$ cat config.mk
export PLATFORM = sky130hd
export DESIGN_NAME = psr_top
export DESIGN_NICKNAME = d
export VERILOG_FILES = /design/src/design/psr_pkg.sv /design/src/design/psr_top.sv /design/src/design/psr_sync.sv
export VERILOG_INCLUDE_DIRS = /design/src /design/src/design
export SDC_FILE = /design/constraint.sdc
export NUM_CORES = 1
export LEC_CHECK = 0
export ABC_AREA = 1
export BUFFER_PORTS_ARGS = -buffer_cell sky130_fd_sc_hd__buf_2
export CAP_MARGIN = 10
export CORE_MARGIN = 3
export CORE_UTILIZATION = 45
export CTS_CLUSTER_DIAMETER = 100
export DETAILED_ROUTE_END_ITERATION = 8
export GPL_TIMING_DRIVEN = 0
export PLACE_DENSITY = 0.81
export SYNTH_ARGS = -nofsm -noshare
export SYNTH_HDL_FRONTEND = slang
export SYNTH_SLANG_ARGS = --single-unit
$ cat constraint.sdc
create_clock -name aclk -period 1.9 [get_ports aclk]
set_input_delay 0.19 -clock aclk [delete_from_list [all_inputs] [get_ports aclk]]
set_output_delay 0.19 -clock aclk [all_outputs]
set_load 0.02 [all_outputs]
$ cat src/design/psr_defines.svh
// Register indices, field positions, responses and reset values of the PLL status block.
`ifndef PSR_DEFINES_SVH
`define PSR_DEFINES_SVH

`define PSR_IDX_WIDTH 10
`define PSR_IDX_THRESH 10'h01A
`define PSR_IDX_PLLCTRL 10'h01D
`define PSR_IDX_STATUS 10'h01F

`define PSR_BIT_THRESH_SEL 6
`define PSR_BIT_RB_DISABLE 4

`define PSR_BIT_CAL_DONE 6
`define PSR_BIT_HOLDOVER 5
`define PSR_BIT_SEC_SELECTED 4
`define PSR_BIT_VCO_ABOVE 3
`define PSR_BIT_SEC_ABOVE 2
`define PSR_BIT_PRI_ABOVE 1
`define PSR_BIT_LOCKED 0

`define PSR_RESP_OKAY 2'h0
`define PSR_RESP_SLVERR 2'h2

`define PSR_RST_THRESH_SEL 1'h0
`define PSR_RST_RB_DISABLE 1'h0

`define PSR_SYNC_STAGES 2

`endif

$ cat src/design/psr_pkg.sv
// Types shared by the PLL status readback block.
package psr_pkg;

   // Raw flags from the PLL, holdover controller, monitors and lock detector.
   typedef struct packed {
      logic cal_done;
      logic holdover_active;
      logic secondary_selected;
      logic vco_above;
      logic secondary_above;
      logic primary_above;
      logic locked;
   } psr_flags_type;

   // Status register image, bit 7 reserved.
   typedef struct packed {
      logic reserved;
      psr_flags_type flags;
   } psr_status_type;

   typedef struct packed {
      logic awready;
      logic wready;
      logic aw_held;
      logic [9:0] aw_index;
      logic w_held;
      logic [7:0] w_low;
      logic w_strb0;
      logic bvalid;
      logic [1:0] bresp;
      logic arready;
      logic rvalid;
      logic [31:0] rdata;
      logic [1:0] rresp;
      logic thresh_select;
      logic readback_disable;
      psr_status_type status;
   } psr_state_type;

endpackage

$ cat src/design/psr_top.sv
// AXI4-Lite slave holding the read-only PLL status register and its two control bits.
`timescale 1ns/1ps
`include "psr_defines.svh"

// Operation
// - Calibration-done bit reads 1 once VCO calibration has completed.
// - Calibration-done sits at status bit 6 and reads 0 before calibration finishes.
// - Bit 5 shows the live holdover state, not the holdover enable.
// - Bit 4 is 1 when secondary reference feeds the PLL, else 0.
// - Bit 3 is 1 when VCO frequency is above its threshold.
// - Bit 2 shows secondary reference above threshold; threshold chosen by 0x01A bit 6.
// - Bit 1 is 1 when primary reference frequency exceeds the threshold.
// - Bit 0 presents digital lock detect: 1 locked, 0 not locked.
// - Register 0x01D bit 4 set disables status readback; clear enables it.
module psr_top #(
   parameter int ADDR_WIDTH = 12
) (
   // Clock and reset
   input wire logic aclk,
   input wire logic aresetn,
   // Write address channel
   input wire logic [ADDR_WIDTH-1:0] awaddr,
   input wire logic [2:0] awprot,
   input wire logic awvalid,
   output logic awready,
   // Write data channel
   input wire logic [31:0] wdata,
   input wire logic [3:0] wstrb,
   input wire logic wvalid,
   output logic wready,
   // Write response channel
   output logic [1:0] bresp,
   output logic bvalid,
   input wire logic bready,
   // Read address channel
   input wire logic [ADDR_WIDTH-1:0] araddr,
   input wire logic [2:0] arprot,
   input wire logic arvalid,
   output logic arready,
   // Read data channel
   output logic [31:0] rdata,
   output logic [1:0] rresp,
   output logic rvalid,
   input wire logic rready,
   // PLL side flags and threshold control
   input wire psr_pkg::psr_flags_type pll_flags,
   output logic freq_thresh_select
);

   psr_pkg::psr_state_type st;
   psr_pkg::psr_state_type next_st;
   logic [6:0] flags_sync;

   initial begin
      if (ADDR_WIDTH < 7 || ADDR_WIDTH > 12) begin
         $error("psr_top needs ADDR_WIDTH between 7 and 12");
      end
   end

   // Byte address to word index; bits above the index width alias.
   function automatic logic [9:0] psr_index(input logic [ADDR_WIDTH-1:0] addr);
      psr_index = 10'(addr >> 2);
   endfunction

   // The flags come from analog and reference-clock domains.
   psr_sync #(
      .WIDTH(7)
   ) u_sync (
      .aclk(aclk),
      .aresetn(aresetn),
      .async_in(pll_flags),
      .sync_out(flags_sync)
   );

   always_comb begin
      next_st = st;
      // Status follows the live flags only; no write path reaches it.
      next_st.status = psr_pkg::psr_status_type'({1'h0, flags_sync});
      if (awvalid && st.awready) begin
         next_st.aw_held = 1'h1;
         next_st.aw_index = psr_index(awaddr);
      end
      if (wvalid && st.wready) begin
         next_st.w_held = 1'h1;
         next_st.w_low = wdata[7:0];
         next_st.w_strb0 = wstrb[0];
      end
      if (bready && st.bvalid) begin
         next_st.bvalid = 1'h0;
      end
      // Commit one cycle after both halves are held, so either arrival order works.
      if (st.aw_held && st.w_held && !st.bvalid) begin
         next_st.aw_held = 1'h0;
         next_st.w_held = 1'h0;
         next_st.bvalid = 1'h1;
         next_st.bresp = `PSR_RESP_OKAY;
         if (st.aw_index == `PSR_IDX_THRESH) begin
            if (st.w_strb0) begin
               next_st.thresh_select = st.w_low[`PSR_BIT_THRESH_SEL];
            end
         end else if (st.aw_index == `PSR_IDX_PLLCTRL) begin
            if (st.w_strb0) begin
               next_st.readback_disable = st.w_low[`PSR_BIT_RB_DISABLE];
            end
         end else if (st.aw_index == `PSR_IDX_STATUS) begin
            // Accepted with OKAY and dropped, so software sees no fault.
            next_st.bresp = `PSR_RESP_OKAY;
         end else begin
            next_st.bresp = `PSR_RESP_SLVERR;
         end
      end
      next_st.awready = !next_st.aw_held && !next_st.bvalid;
      next_st.wready = !next_st.w_held && !next_st.bvalid;
      if (rready && st.rvalid) begin
         next_st.rvalid = 1'h0;
      end
      // The answer is registered, so rdata stands unchanged until rready takes it.
      if (arvalid && st.arready) begin
         next_st.rvalid = 1'h1;
         next_st.rresp = `PSR_RESP_OKAY;
         next_st.rdata = 32'h00000000;
         if (psr_index(araddr) == `PSR_IDX_STATUS) begin
            // A disabled readback answers OKAY with zeros rather than an error.
            if (!st.readback_disable) begin
               next_st.rdata = {24'h000000, st.status};
            end
         end else if (psr_index(araddr) == `PSR_IDX_THRESH) begin
            next_st.rdata[`PSR_BIT_THRESH_SEL] = st.thresh_select;
         end else if (psr_index(araddr) == `PSR_IDX_PLLCTRL) begin
            next_st.rdata[`PSR_BIT_RB_DISABLE] = st.readback_disable;
         end else begin
            next_st.rresp = `PSR_RESP_SLVERR;
         end
      end
      next_st.arready = !next_st.rvalid;
   end

   always_ff @(posedge aclk) begin
      if (!aresetn) begin
         // Control bits return to their defaults; the flags read zero until resynchronised.
         st <= '0;
         st.thresh_select <= `PSR_RST_THRESH_SEL;
         st.readback_disable <= `PSR_RST_RB_DISABLE;
      end else begin
         st <= next_st;
      end
   end

   assign awready = st.awready;
   assign wready = st.wready;
   assign bvalid = st.bvalid;
   assign bresp = st.bresp;
   assign arready = st.arready;
   assign rvalid = st.rvalid;
   assign rdata = st.rdata;
   assign rresp = st.rresp;
   assign freq_thresh_select = st.thresh_select;
endmodule

$ cat src/design/psr_sync.sv
// Two-stage synchroniser bank for flags arriving from other clock domains.
`timescale 1ns/1ps
module psr_sync #(
   parameter int WIDTH = 7
) (
   // Clock and reset
   input wire logic aclk,
   input wire logic aresetn,
   // Flags
   input wire logic [WIDTH-1:0] async_in,
   output logic [WIDTH-1:0] sync_out
);

   typedef struct packed {
      logic [WIDTH-1:0] meta;
      logic [WIDTH-1:0] stable;
   } psr_sync_state_type;

   psr_sync_state_type st;
   psr_sync_state_type next_st;

   initial begin
      if (WIDTH < 1) begin
         $error("psr_sync needs WIDTH of at least one");
      end
   end

   // The meta stage feeds only the stable stage, never any logic.
   always_comb begin
      next_st.meta = async_in;
      next_st.stable = st.meta;
   end

   always_ff @(posedge aclk) begin
      if (!aresetn) begin
         st <= '0;
      end else begin
         st <= next_st;
      end
   end

   assign sync_out = st.stable;

endmodule

Word-level counts from Yosys, hierarchy flattened
Index checks and enable logic that the tools add are counted.

storage, ports and cells
  bits in registers = 86
  input bits = 80
  output and inout port bits = 42
  logic and storage cells = 71

cells by class
  equality and inequality tests = 6
  muxes and demuxes = 23
  bitwise gates (word level) = 1
  reduce and logical (&&, ||, !) cells = 16

operators by type and width
  operator                                              number
  equality test 10 x 5 -> 1 bit, second input constant  6
  2-to-1 mux 35 bit                                     1
  2-to-1 mux 25 bit                                     1
  2-to-1 mux 2 bit                                      6
  2-to-1 mux 11 bit                                     1
  2-to-1 mux 1 bit                                      10
  2-to-1 mux 10 bit                                     1
  logical AND 1 bit                                     9
  2-to-1 mux 8 bit                                      1
  zero test 1 bit                                       5
  2-to-1 mux 4 bit                                      1
  AND reduction 4 bit                                   1
  2-to-1 mux 3 bit                                      1
  AND reduction 3 bit                                   1
  NOT 1 bit                                             1

Logic depth before layout (Yosys ltp)
Gate-level depths: netlist of the first run.

  depth after elaboration = 7
  depth in mapped cells = 8
  depth with buffers taken out = 8

Cells and area by module
Synthesis of the first run repeated with hierarchy kept, for this count alone.

second synthesis, totals
  cell total of the unflattened synthesis = 304
  area total of the unflattened synthesis = 2249.7 sq um

modules (own cells, without submodules)
  module    times used  cells an instance  area each (sq um)  sequential area each (sq um)
  psr_top   1           261                1853.0             760.7
  psr_sync  1           43                 396.6              280.3

Worst setup path after synthesis of the first run
Ideal clock, no wire load.

  path type = register to register
  start point = reg st, in the netlist bvalid
  end point = reg st, in the netlist freq_thresh_select
  arrival time = 0.969 ns
  data required time = 1.779 ns
  path slack = 0.810 ns
  cell stages (with the launch flop) = 5
  period minus slack after synthesis = 1.090 ns
  cell sequence = dfxtp_1 nor3_4 nand2_1 nor3_1 nor3_2

on the way
  cells in the longest elaborated chain, start to end = 3

RTL lines
  element                               RTL line        RTL
  start, declared                       psr_top.sv:50   psr_pkg::psr_state_type st;
  start signal, assigned                psr_top.sv:145  st <= next_st;
  zero test 1 bit                       psr_top.sv:92   if (st.aw_held && st.w_held && !st.bvalid) begin
  logical AND 1 bit                     psr_top.sv:92
  AND reduction 3 bit (no source line)  --

No other way between the ends.
A chain may end at the register's enable or synchronous reset.

Final worst setup path of the first run
  start point = reg st[58] (netlist name)
  end point = reg st[8] (netlist name)

on the way
  cells in the longest elaborated chain, start to end = 3

RTL lines
  element                               RTL line
  logical AND 1 bit (2 in series)       psr_top.sv:92
  AND reduction 4 bit (no source line)  --

No other way between the ends.

==> results by group, run 1 <==
Outcome
  – Status: completed

GRT
  – Total track usage: 13.8%
  – Grt ovf: 0
  – Initial antenna violation count: 0
  – Largest net degree at the start of global routing: 17
  – First-pass GRT wire length: 6.74 mm
  – Vias in the first global route: 1637

Floorplanning
  – Initial Util: 47.1%
  – I/O pin count: 122
  – Die Height: 76.6 um
  – Core Footprint: approximately 0.0048 mm2
  – Row Count: 25
  – Die area: around 0.0059 mm2
  – Die width: 76.6 um

Placed design
  – HPWL reported at the end of detailed placement: 3.07 mm
  – GP Congestion: 0.809
  – Port Buffer Count: 50

CTS
  – CTS buffer count: 5
  – # hold bufs at CTS: 0
  – Clock transition at the registers of the reported paths: 90 ps
  – Clk Latency, worst-skew pair: 300 ps
  – Clk root buf: clkbuf_8
  – Post-CTS Setup Inserts: 0
  – H-Tree Depth: 2
  – CTS tree: built
  – Clock Sinks: 52
  – # resized after CTS: 0
  – Maximum clock insertion buffer count: 2

Timing
  – Period minus WS final: between 1000 and 1500 ps
  – Final period util: 60.2%
  – FMAX: 874 MHz
  – Fin. Hold Viols: 0
  – Setup TNS Final: 0 ps
  – Final setup fails: 0
  – Max Slew Vio Count: 0
  – Clock Skew: approximately 6 ps
  – RSZ-0062 raised after global routing: false

Synthesis
  – Synth Warn #: 0
  – Mapped Cells: 294
  – Synth Register Bits: 52
  – Area leader, netlist: dfxtp_1
  – Synth Area per Inst: 7.62 um2
  – Sequential-to-total area share from yosys stat: 46.5%
  – Most numerous cell in the Yosys netlist: dfxtp_1
  – Synth unique cells: 25
  – Main synth FF type: dfxtp_1
  – Post-Syn Area: 0.00224 mm2
  – Top cells by count, synth: 52 x dfxtp_1, 45 x inv_1, 45 x nand2_1, 36 x buf_4, 33 x nor2_1
  – Post-synth top area share: 46.5%
  – Post-synth ARST share: 0%
  – EDFF count, synth: 0
  – Area contributors post-synth: dfxtp_1 46%, buf_4 12%, inv_1 7.5%, nand2_1 7.5%, nor2_1 5.5%

Finish
  – Filler cells: 450
  – N_diodes: 0
  – Share of cells above drive strength 1: a little under a third
  – Fin nets: 457
  – Syn-to-layout area delta: 24.2%

Route
  – Starting DRT DRC Count: 66
  – Initial DRT Pass Iterations: 5
  – Routed via count: between 1500 and 2000
  – Post-Route WL: approximately 3.9 mm
  – Post-DRT Antenna Nets: 0
  – Vias per cell: 4.07
  – DRC viols: 0
  – DR WL/cell: between 8 and 9 um

Min path
  – Hold Crit Endpoint: u_sync.next_st[2]
  – Hold Path Depth: 3
  – Worst Hold Class: in2reg
  – Worst Min Path Start: pll_flags[2]

Setup path
  – R2r endpoint: st[8]
  – Largest fanout on the critical path: 4
  – CP required: ~2100 ps
  – WS Path Type: reg2reg
  – CP Data Arrival Time: 1390 ps
  – Critical R2R Launch: st[58]
  – Worst-case reg-to-reg path depth: 6
  – Startpoint types: flip-flop
  – Setup crit end kind: flip-flop
  – Reg-to-reg setup timing slack: 760 ps

Pwr
  – Leakage power: 1.51 nW
  – Internal: 1.66 mW
  – Reg power frac: 52.5%
  – Switching fraction of total power: between 20% and 30%
  – Peak supply drop: 0.438 mV
  – P_sw: 0.564 mW
  – Logic pwr share: a little over an eighth
  – Pwr Density: 798 mW/mm2
  – Clock group share of total power: 33.7%
  – Total power: 2.22 mW

Run
  – Maximum capacitance violations: 0
metrics by stage:
stage	hold slack, ps	utilization [%]	std cells	instance area, um2	worst slack, ps
2_1_floorplan	288	-	320	2340	810
3_3_place_gp	373	56.2	437	2670	805
3_5_place_dp	373	56.2	437	2670	785
4_1_cts	53.6	58.6	445	2780	755
5_1_grt	55.2	58.6	445	2780	626
6_report	62.2	58.6	445	2780	755
logic make-up after synthesis:
logic type	after synthesis	synth area share, %
AOI/OAI and AO/OA	37	8.54
buffers and inverters	96	22.6
DFF	52	46.5
other	1	0.167
and+or+nand+nor	108	22.2
worst max-delay path, cell delays in order (launching register included):
cell,delay (ps)
dfxtp_1,360
inv_2,60
nor3_4,220
nand2_1,140
o21bai_2,130
nand2_1,80
nor2_1,90
cell type report:
type | count | area [um2] | area share (%)
Buffer | 44 | 312 | 11.2
Clock buffer | 5 | 68.8 | 2.47
Clock inverter | 3 | 42.5 | 1.53
Inverter | 52 | 195 | 7.01
Multi-Input combinational cell | 172 | 791 | 28.4
Sequential cell | 52 | 1040 | 37.4
Tap cell | 67 | 83.8 | 3.01
Timing Repair Buffer | 50 | 250 | 8.99
flip-flops by register name, summed over array words and instances (netlist names), 7 cells and up:
signal / cells
u_sync.sync_out: 7
u_sync.next_st: 7
rdata: 7
st: 23
placed cells by master (no fill, tap or decap):
master      count
o21ai_0        16
inv_1          45
bufinv_16       1
nand2_2         1
clkbuf_1        1
buf_2          56
dfxtp_1        52
o21ai_1         2
nor2_1         33
nand3_2         2
nor3_1          5
nor3_2          1
nand3_1         7
o21bai_2        1
clkinvlp_4      1
buf_4          36
nand4_1         8
a21oi_1        18
clkbuf_8        5
clkinv_1        1
nor2_4          2
nor3b_1         1
inv_2           6
conb_1         27
clkinv_2        1
nor2_2          2
nand2_1        45
nor3_4          1
clkbuf_4        1
power by group through the flow:
stage	clock network, mW	registers, mW	logic (mW)
2_1_floorplan	0	1.20	0.219
5_1_grt	0.790	1.17	0.345
6_report	0.749	1.17	0.305
4_1_cts	0.763	1.17	0.306
3_3_place_gp	0	1.19	0.299
3_5_place_dp	0	1.19	0.305
per-layer routing:
| metal | track usage (%) | share of wire, % | wire [um] |
|---|---|---|---|
| met5 | 0 | 0 | 0 |
| met4 | 6.52 | 2.0 | 77 |
| met3 | 3.31 | 7.0 | 271 |
| met2 | 22.9 | 46 | 1770 |
| met1 | 16.7 | 45 | 1760 |
how the worst max path moves through the flow:
| stage | from | slack, ps | endpoint | cells after the start |
|---|---|---|---|---|
| detailed placement | st[58] | 790 | freq_thresh_select | 5 |
| floorplan | bvalid | 810 | freq_thresh_select | 4 |
| finish | st[58] | 760 | st[8] | 6 |
| global route | st[58] | 630 | st[8] | 6 |
| global placement | st[58] | 800 | freq_thresh_select | 5 |
| CTS | st[65] | 750 | st[8] | 7 |
(Power assumes the default switching activity.)
==> inputs of run 2 (changes only) <==
--- a/config.mk
+++ b/config.mk
@@ -6,15 +6,15 @@
 export SDC_FILE = /design/constraint.sdc
 export NUM_CORES = 1
 export LEC_CHECK = 0
-export ABC_AREA = 1
+export ABC_AREA = 0
 export BUFFER_PORTS_ARGS = -buffer_cell sky130_fd_sc_hd__buf_2
 export CAP_MARGIN = 10
 export CORE_MARGIN = 3
-export CORE_UTILIZATION = 45
+export CORE_UTILIZATION = 39
 export CTS_CLUSTER_DIAMETER = 100
 export DETAILED_ROUTE_END_ITERATION = 8
 export GPL_TIMING_DRIVEN = 0
-export PLACE_DENSITY = 0.81
+export PLACE_DENSITY = 0.76
 export SYNTH_ARGS = -nofsm -noshare
 export SYNTH_HDL_FRONTEND = slang
 export SYNTH_SLANG_ARGS = --single-unit
==> constraint.sdc (replaced) <==
create_clock -name aclk -period 1 [get_ports aclk]
set_input_delay 0.1 -clock aclk [delete_from_list [all_inputs] [get_ports aclk]]
set_output_delay 0.1 -clock aclk [all_outputs]
set_load 0.02 [all_outputs]
==> run 2 against run 1 <==
Effect of this change: the run now ends with setup timing left; first-iteration DRC count fell by 79%; sequential share of layout area down 0.38 points; worst hold slack worse by 54 ps; total power grew 74%; clock power grew 52%; final cell count down 14%; synthesized cell count is 24% lower; combinational power increased by 77%; largest power group unchanged.
==> results by group, run 2 <==
Synthesis
  – Sequential-to-total area share from yosys stat: 50.3% (+3.8 points)
  – Main synth FF type: dfxtp_1
  – Synth Area per Inst: 9.28 um2 (+22%)
  – Synth Register Bits: 52 (unchanged)
  – Post-Syn Area: 0.00207 mm2 (-7.6%)
  – Post-synth top area share: 50.3% (+3.8 points)
  – Area leader, netlist: dfxtp_1
  – Mapped Cells: 223 (-24%)
  – EDFF count, synth: 0 (unchanged)
  – Post-synth ARST share: 0% (unchanged)
  – Area contributors post-synth: dfxtp_1 50%, buf_4 13%, nand2_1 8.2%, and2_1 7.0%, a21boi_0 5.4%
  – Most numerous cell in the Yosys netlist: dfxtp_1
  – Synth unique cells: 31 (+24%)
  – Top cells by count, synth: 52 x dfxtp_1, 45 x nand2_1, 36 x buf_4, 23 x and2_1, 15 x a21boi_0
  – Synth Warn #: 0 (unchanged)

CTS
  – H-Tree Depth: 2 (unchanged)
  – Maximum clock insertion buffer count: 2 (unchanged)
  – Clock transition at the registers of the reported paths: 90 ps (about the same)
  – Clk root buf: clkbuf_8
  – Clock Sinks: 52 (unchanged)
  – CTS tree: built
  – CTS buffer count: 5 (unchanged)
  – Clk Latency, worst-skew pair: 290 ps (about the same)

Route
  – Starting DRT DRC Count: 14 (-79%)
  – Vias per cell: 4.17 (+2.7%)
  – Initial DRT Pass Iterations: 4 (-1)
  – Routed via count: 1599 (-12%)
  – Post-Route WL: 3.92 mm (+0.88%)
  – DRC viols: 0 (unchanged)
  – DR WL/cell: 10.2 um (+17%)
  – Post-DRT Antenna Nets: 0 (unchanged)

Timing
  – Max Slew Vio Count: 0 (unchanged)
  – Fin. Hold Viols: 0 (unchanged)
  – FMAX: 694 MHz (-21%)
  – Final Hold Slack: 7.81 ps (-54.4 ps)
  – Final setup fails: 5 (+5)
  – Period minus WS final: 1440 ps (+297 ps)
  – RSZ-0062 raised after global routing: true
  – Final worst slack: -442 ps (-1200 ps)
  – Clock Skew: 7.16 ps (+1.19 ps)
  – Setup TNS Final: -1140 ps (-1140 ps)
  – Final period util: 144% (+84 points)

Setup path
  – Slowest stage delay, CP: 590 ps (+230 ps)
  – CP Data Arrival Time: 1660 ps (+270 ps)
  – WS Path Type: reg2reg
  – Crit-path cells: or4_4 -> nor4_4 -> mux2i_1
  – Crit-path leading delay family: simple AND/OR/NAND/NOR gates
  – Startpoint types: flip-flop
  – Setup crit end kind: flip-flop
  – Buf/Inv on CP: 0 (-1)
  – CP required: 1220 ps (-920 ps)
  – Slowest cell on the critical path: or4_4
  – Critical path launch point: st[65]
  – Largest fanout on the critical path: 3 (-1)
  – Critical R2R Launch: st[65]

Pwr
  – Leakage power: 1.30 nW (-14%)
  – Pwr Density: 1350 mW/mm2 (+69%)
  – Peak supply drop: 0.942 mV (+120%)

Outcome
  – Failing checks: setup timing
  – Status: finished, violations left

Placed design
  – HPWL reported at the end of detailed placement: 2.92 mm (-4.7%)
  – GP Congestion: 0.766 (-5.3%)
  – Port Buffer Count: 51 (+2.0%)

Finish
  – N_diodes: 0 (unchanged)
  – Most common cell after layout, fill and taps aside: nand2_1
  – Biggest register: st
  – Share of cells above drive strength 1: 42.7% (+12 points)
  – Syn-to-layout area delta: 38.5%
  – Most frequent cells in the layout: 42 x nand2_1, 41 x buf_4, 41 x buf_2, 38 x dfxtp_1, 27 x conb_1
  – Filler cells: 431 (-4.2%)
  – Fin nets: 395 (-14%)
  – Largest register FFs: 23 (unchanged)

Floorplanning
  – Die Height: 78.8 um (+3.0%)
  – Initial Util: 42.1% (-5.0 points)
  – Core Footprint: 0.00491 mm2 (+3.3%)
  – I/O pin count: 122 (unchanged)
  – Die area: 0.00622 mm2 (+6.0%)
  – Die width: 78.8 um (+3.0%)
  – Row Count: 25 (unchanged)

Min path
  – Worst Hold Class: in2reg
  – Worst Min Path Start: pll_flags[3]

GRT
  – Total track usage: 11.3% (-2.5 points)
  – Grt ovf: 0 (unchanged)
  – Initial antenna violation count: 0 (unchanged)
  – Vias in the first global route: 1318 (-19%)
  – Largest net degree at the start of global routing: 17 (unchanged)
  – First-pass GRT wire length: 5.73 mm (-15%)

Run
  – Maximum capacitance violations: 0 (unchanged)
run 2: worst reg2reg max path, cell delays in order (launching register included):
cell and delay, ps:
dfxtp_2 330, or4_4 590, nor4_4 240, mux2i_1 210
run 2: kinds of logic after synthesis:
logic type,after synthesis,share of synthesized area (%)
buf+inv,43,14.3
mux,3,1.51
simple gates,96,24.1
flops,52,50.3
other cells,1,0.181
compound gates,28,9.55
run 2: per-stage QoR:
| stage | utilization [%] | instances | power, mW | area (um2) | setup WS, ps |
|---|---|---|---|---|---|
| CTS | 54.9 | 378 | 3.89 | 2700 | -436 |
| detailed placement | 52.0 | 367 | 2.73 | 2550 | -414 |
| floorplan | - | 249 | 2.59 | 2210 | -346 |
| finish | 58.4 | 383 | 3.88 | 2870 | -442 |
| global route | 58.4 | 383 | 4.05 | 2870 | -468 |
| global placement | 52.0 | 367 | 2.72 | 2550 | -391 |
run 2: path summary, 6_finish.rpt:
check | slack [ps] | endpoint | depth (start not counted)
max reg2reg | -440 | freq_thresh_select | 3
min | 8 | u_sync.next_st[3] | 2
max | -440 | freq_thresh_select | 3
min reg2reg | 430 | rdata[5] | 2
run 2: cell type report:
type | instances | area [um2] | area share, %
plain buffers | 42 | 308 | 10.7
clock buffers | 6 | 72.6 | 2.53
clock inverters | 2 | 13.8 | 0.480
inverters | 1 | 3.75 | 0.131
multi-input cells | 154 | 940 | 32.8
flip-flops and latches | 52 | 1060 | 37.0
well taps | 67 | 83.8 | 2.92
repair buffers | 59 | 384 | 13.4
run 2: timing repair:
item / in CTS / in global routing
setup endpoints to repair: 18 / 33
buffers inserted: 3 / 4
hold endpoints to repair: 0 / 1
pin swaps: 2 / 4
resized for setup: 17 / 48
hold buffers: 0 / 1
run 2: per-layer routing:
metal	GRT usage [%]	vias to the layer above	wire (um)
met1	14.7	690	1760
met3	2.27	2	276
met2	18.8	55	1850
met4	3.61	0	31
met5	0	-	0
li1	-	852	-
run 2: report_power, final:
group / switching [mW] / internal, mW / total (mW) / leakage, nW
clock network: 0.637 / 0.499 / 1.14 / 0.0456
logic: 0.284 / 0.257 / 0.541 / 0.822
registers: 0.0420 / 2.16 / 2.20 / 0.432
total: 0.963 / 2.91 / 3.88 / 1.30
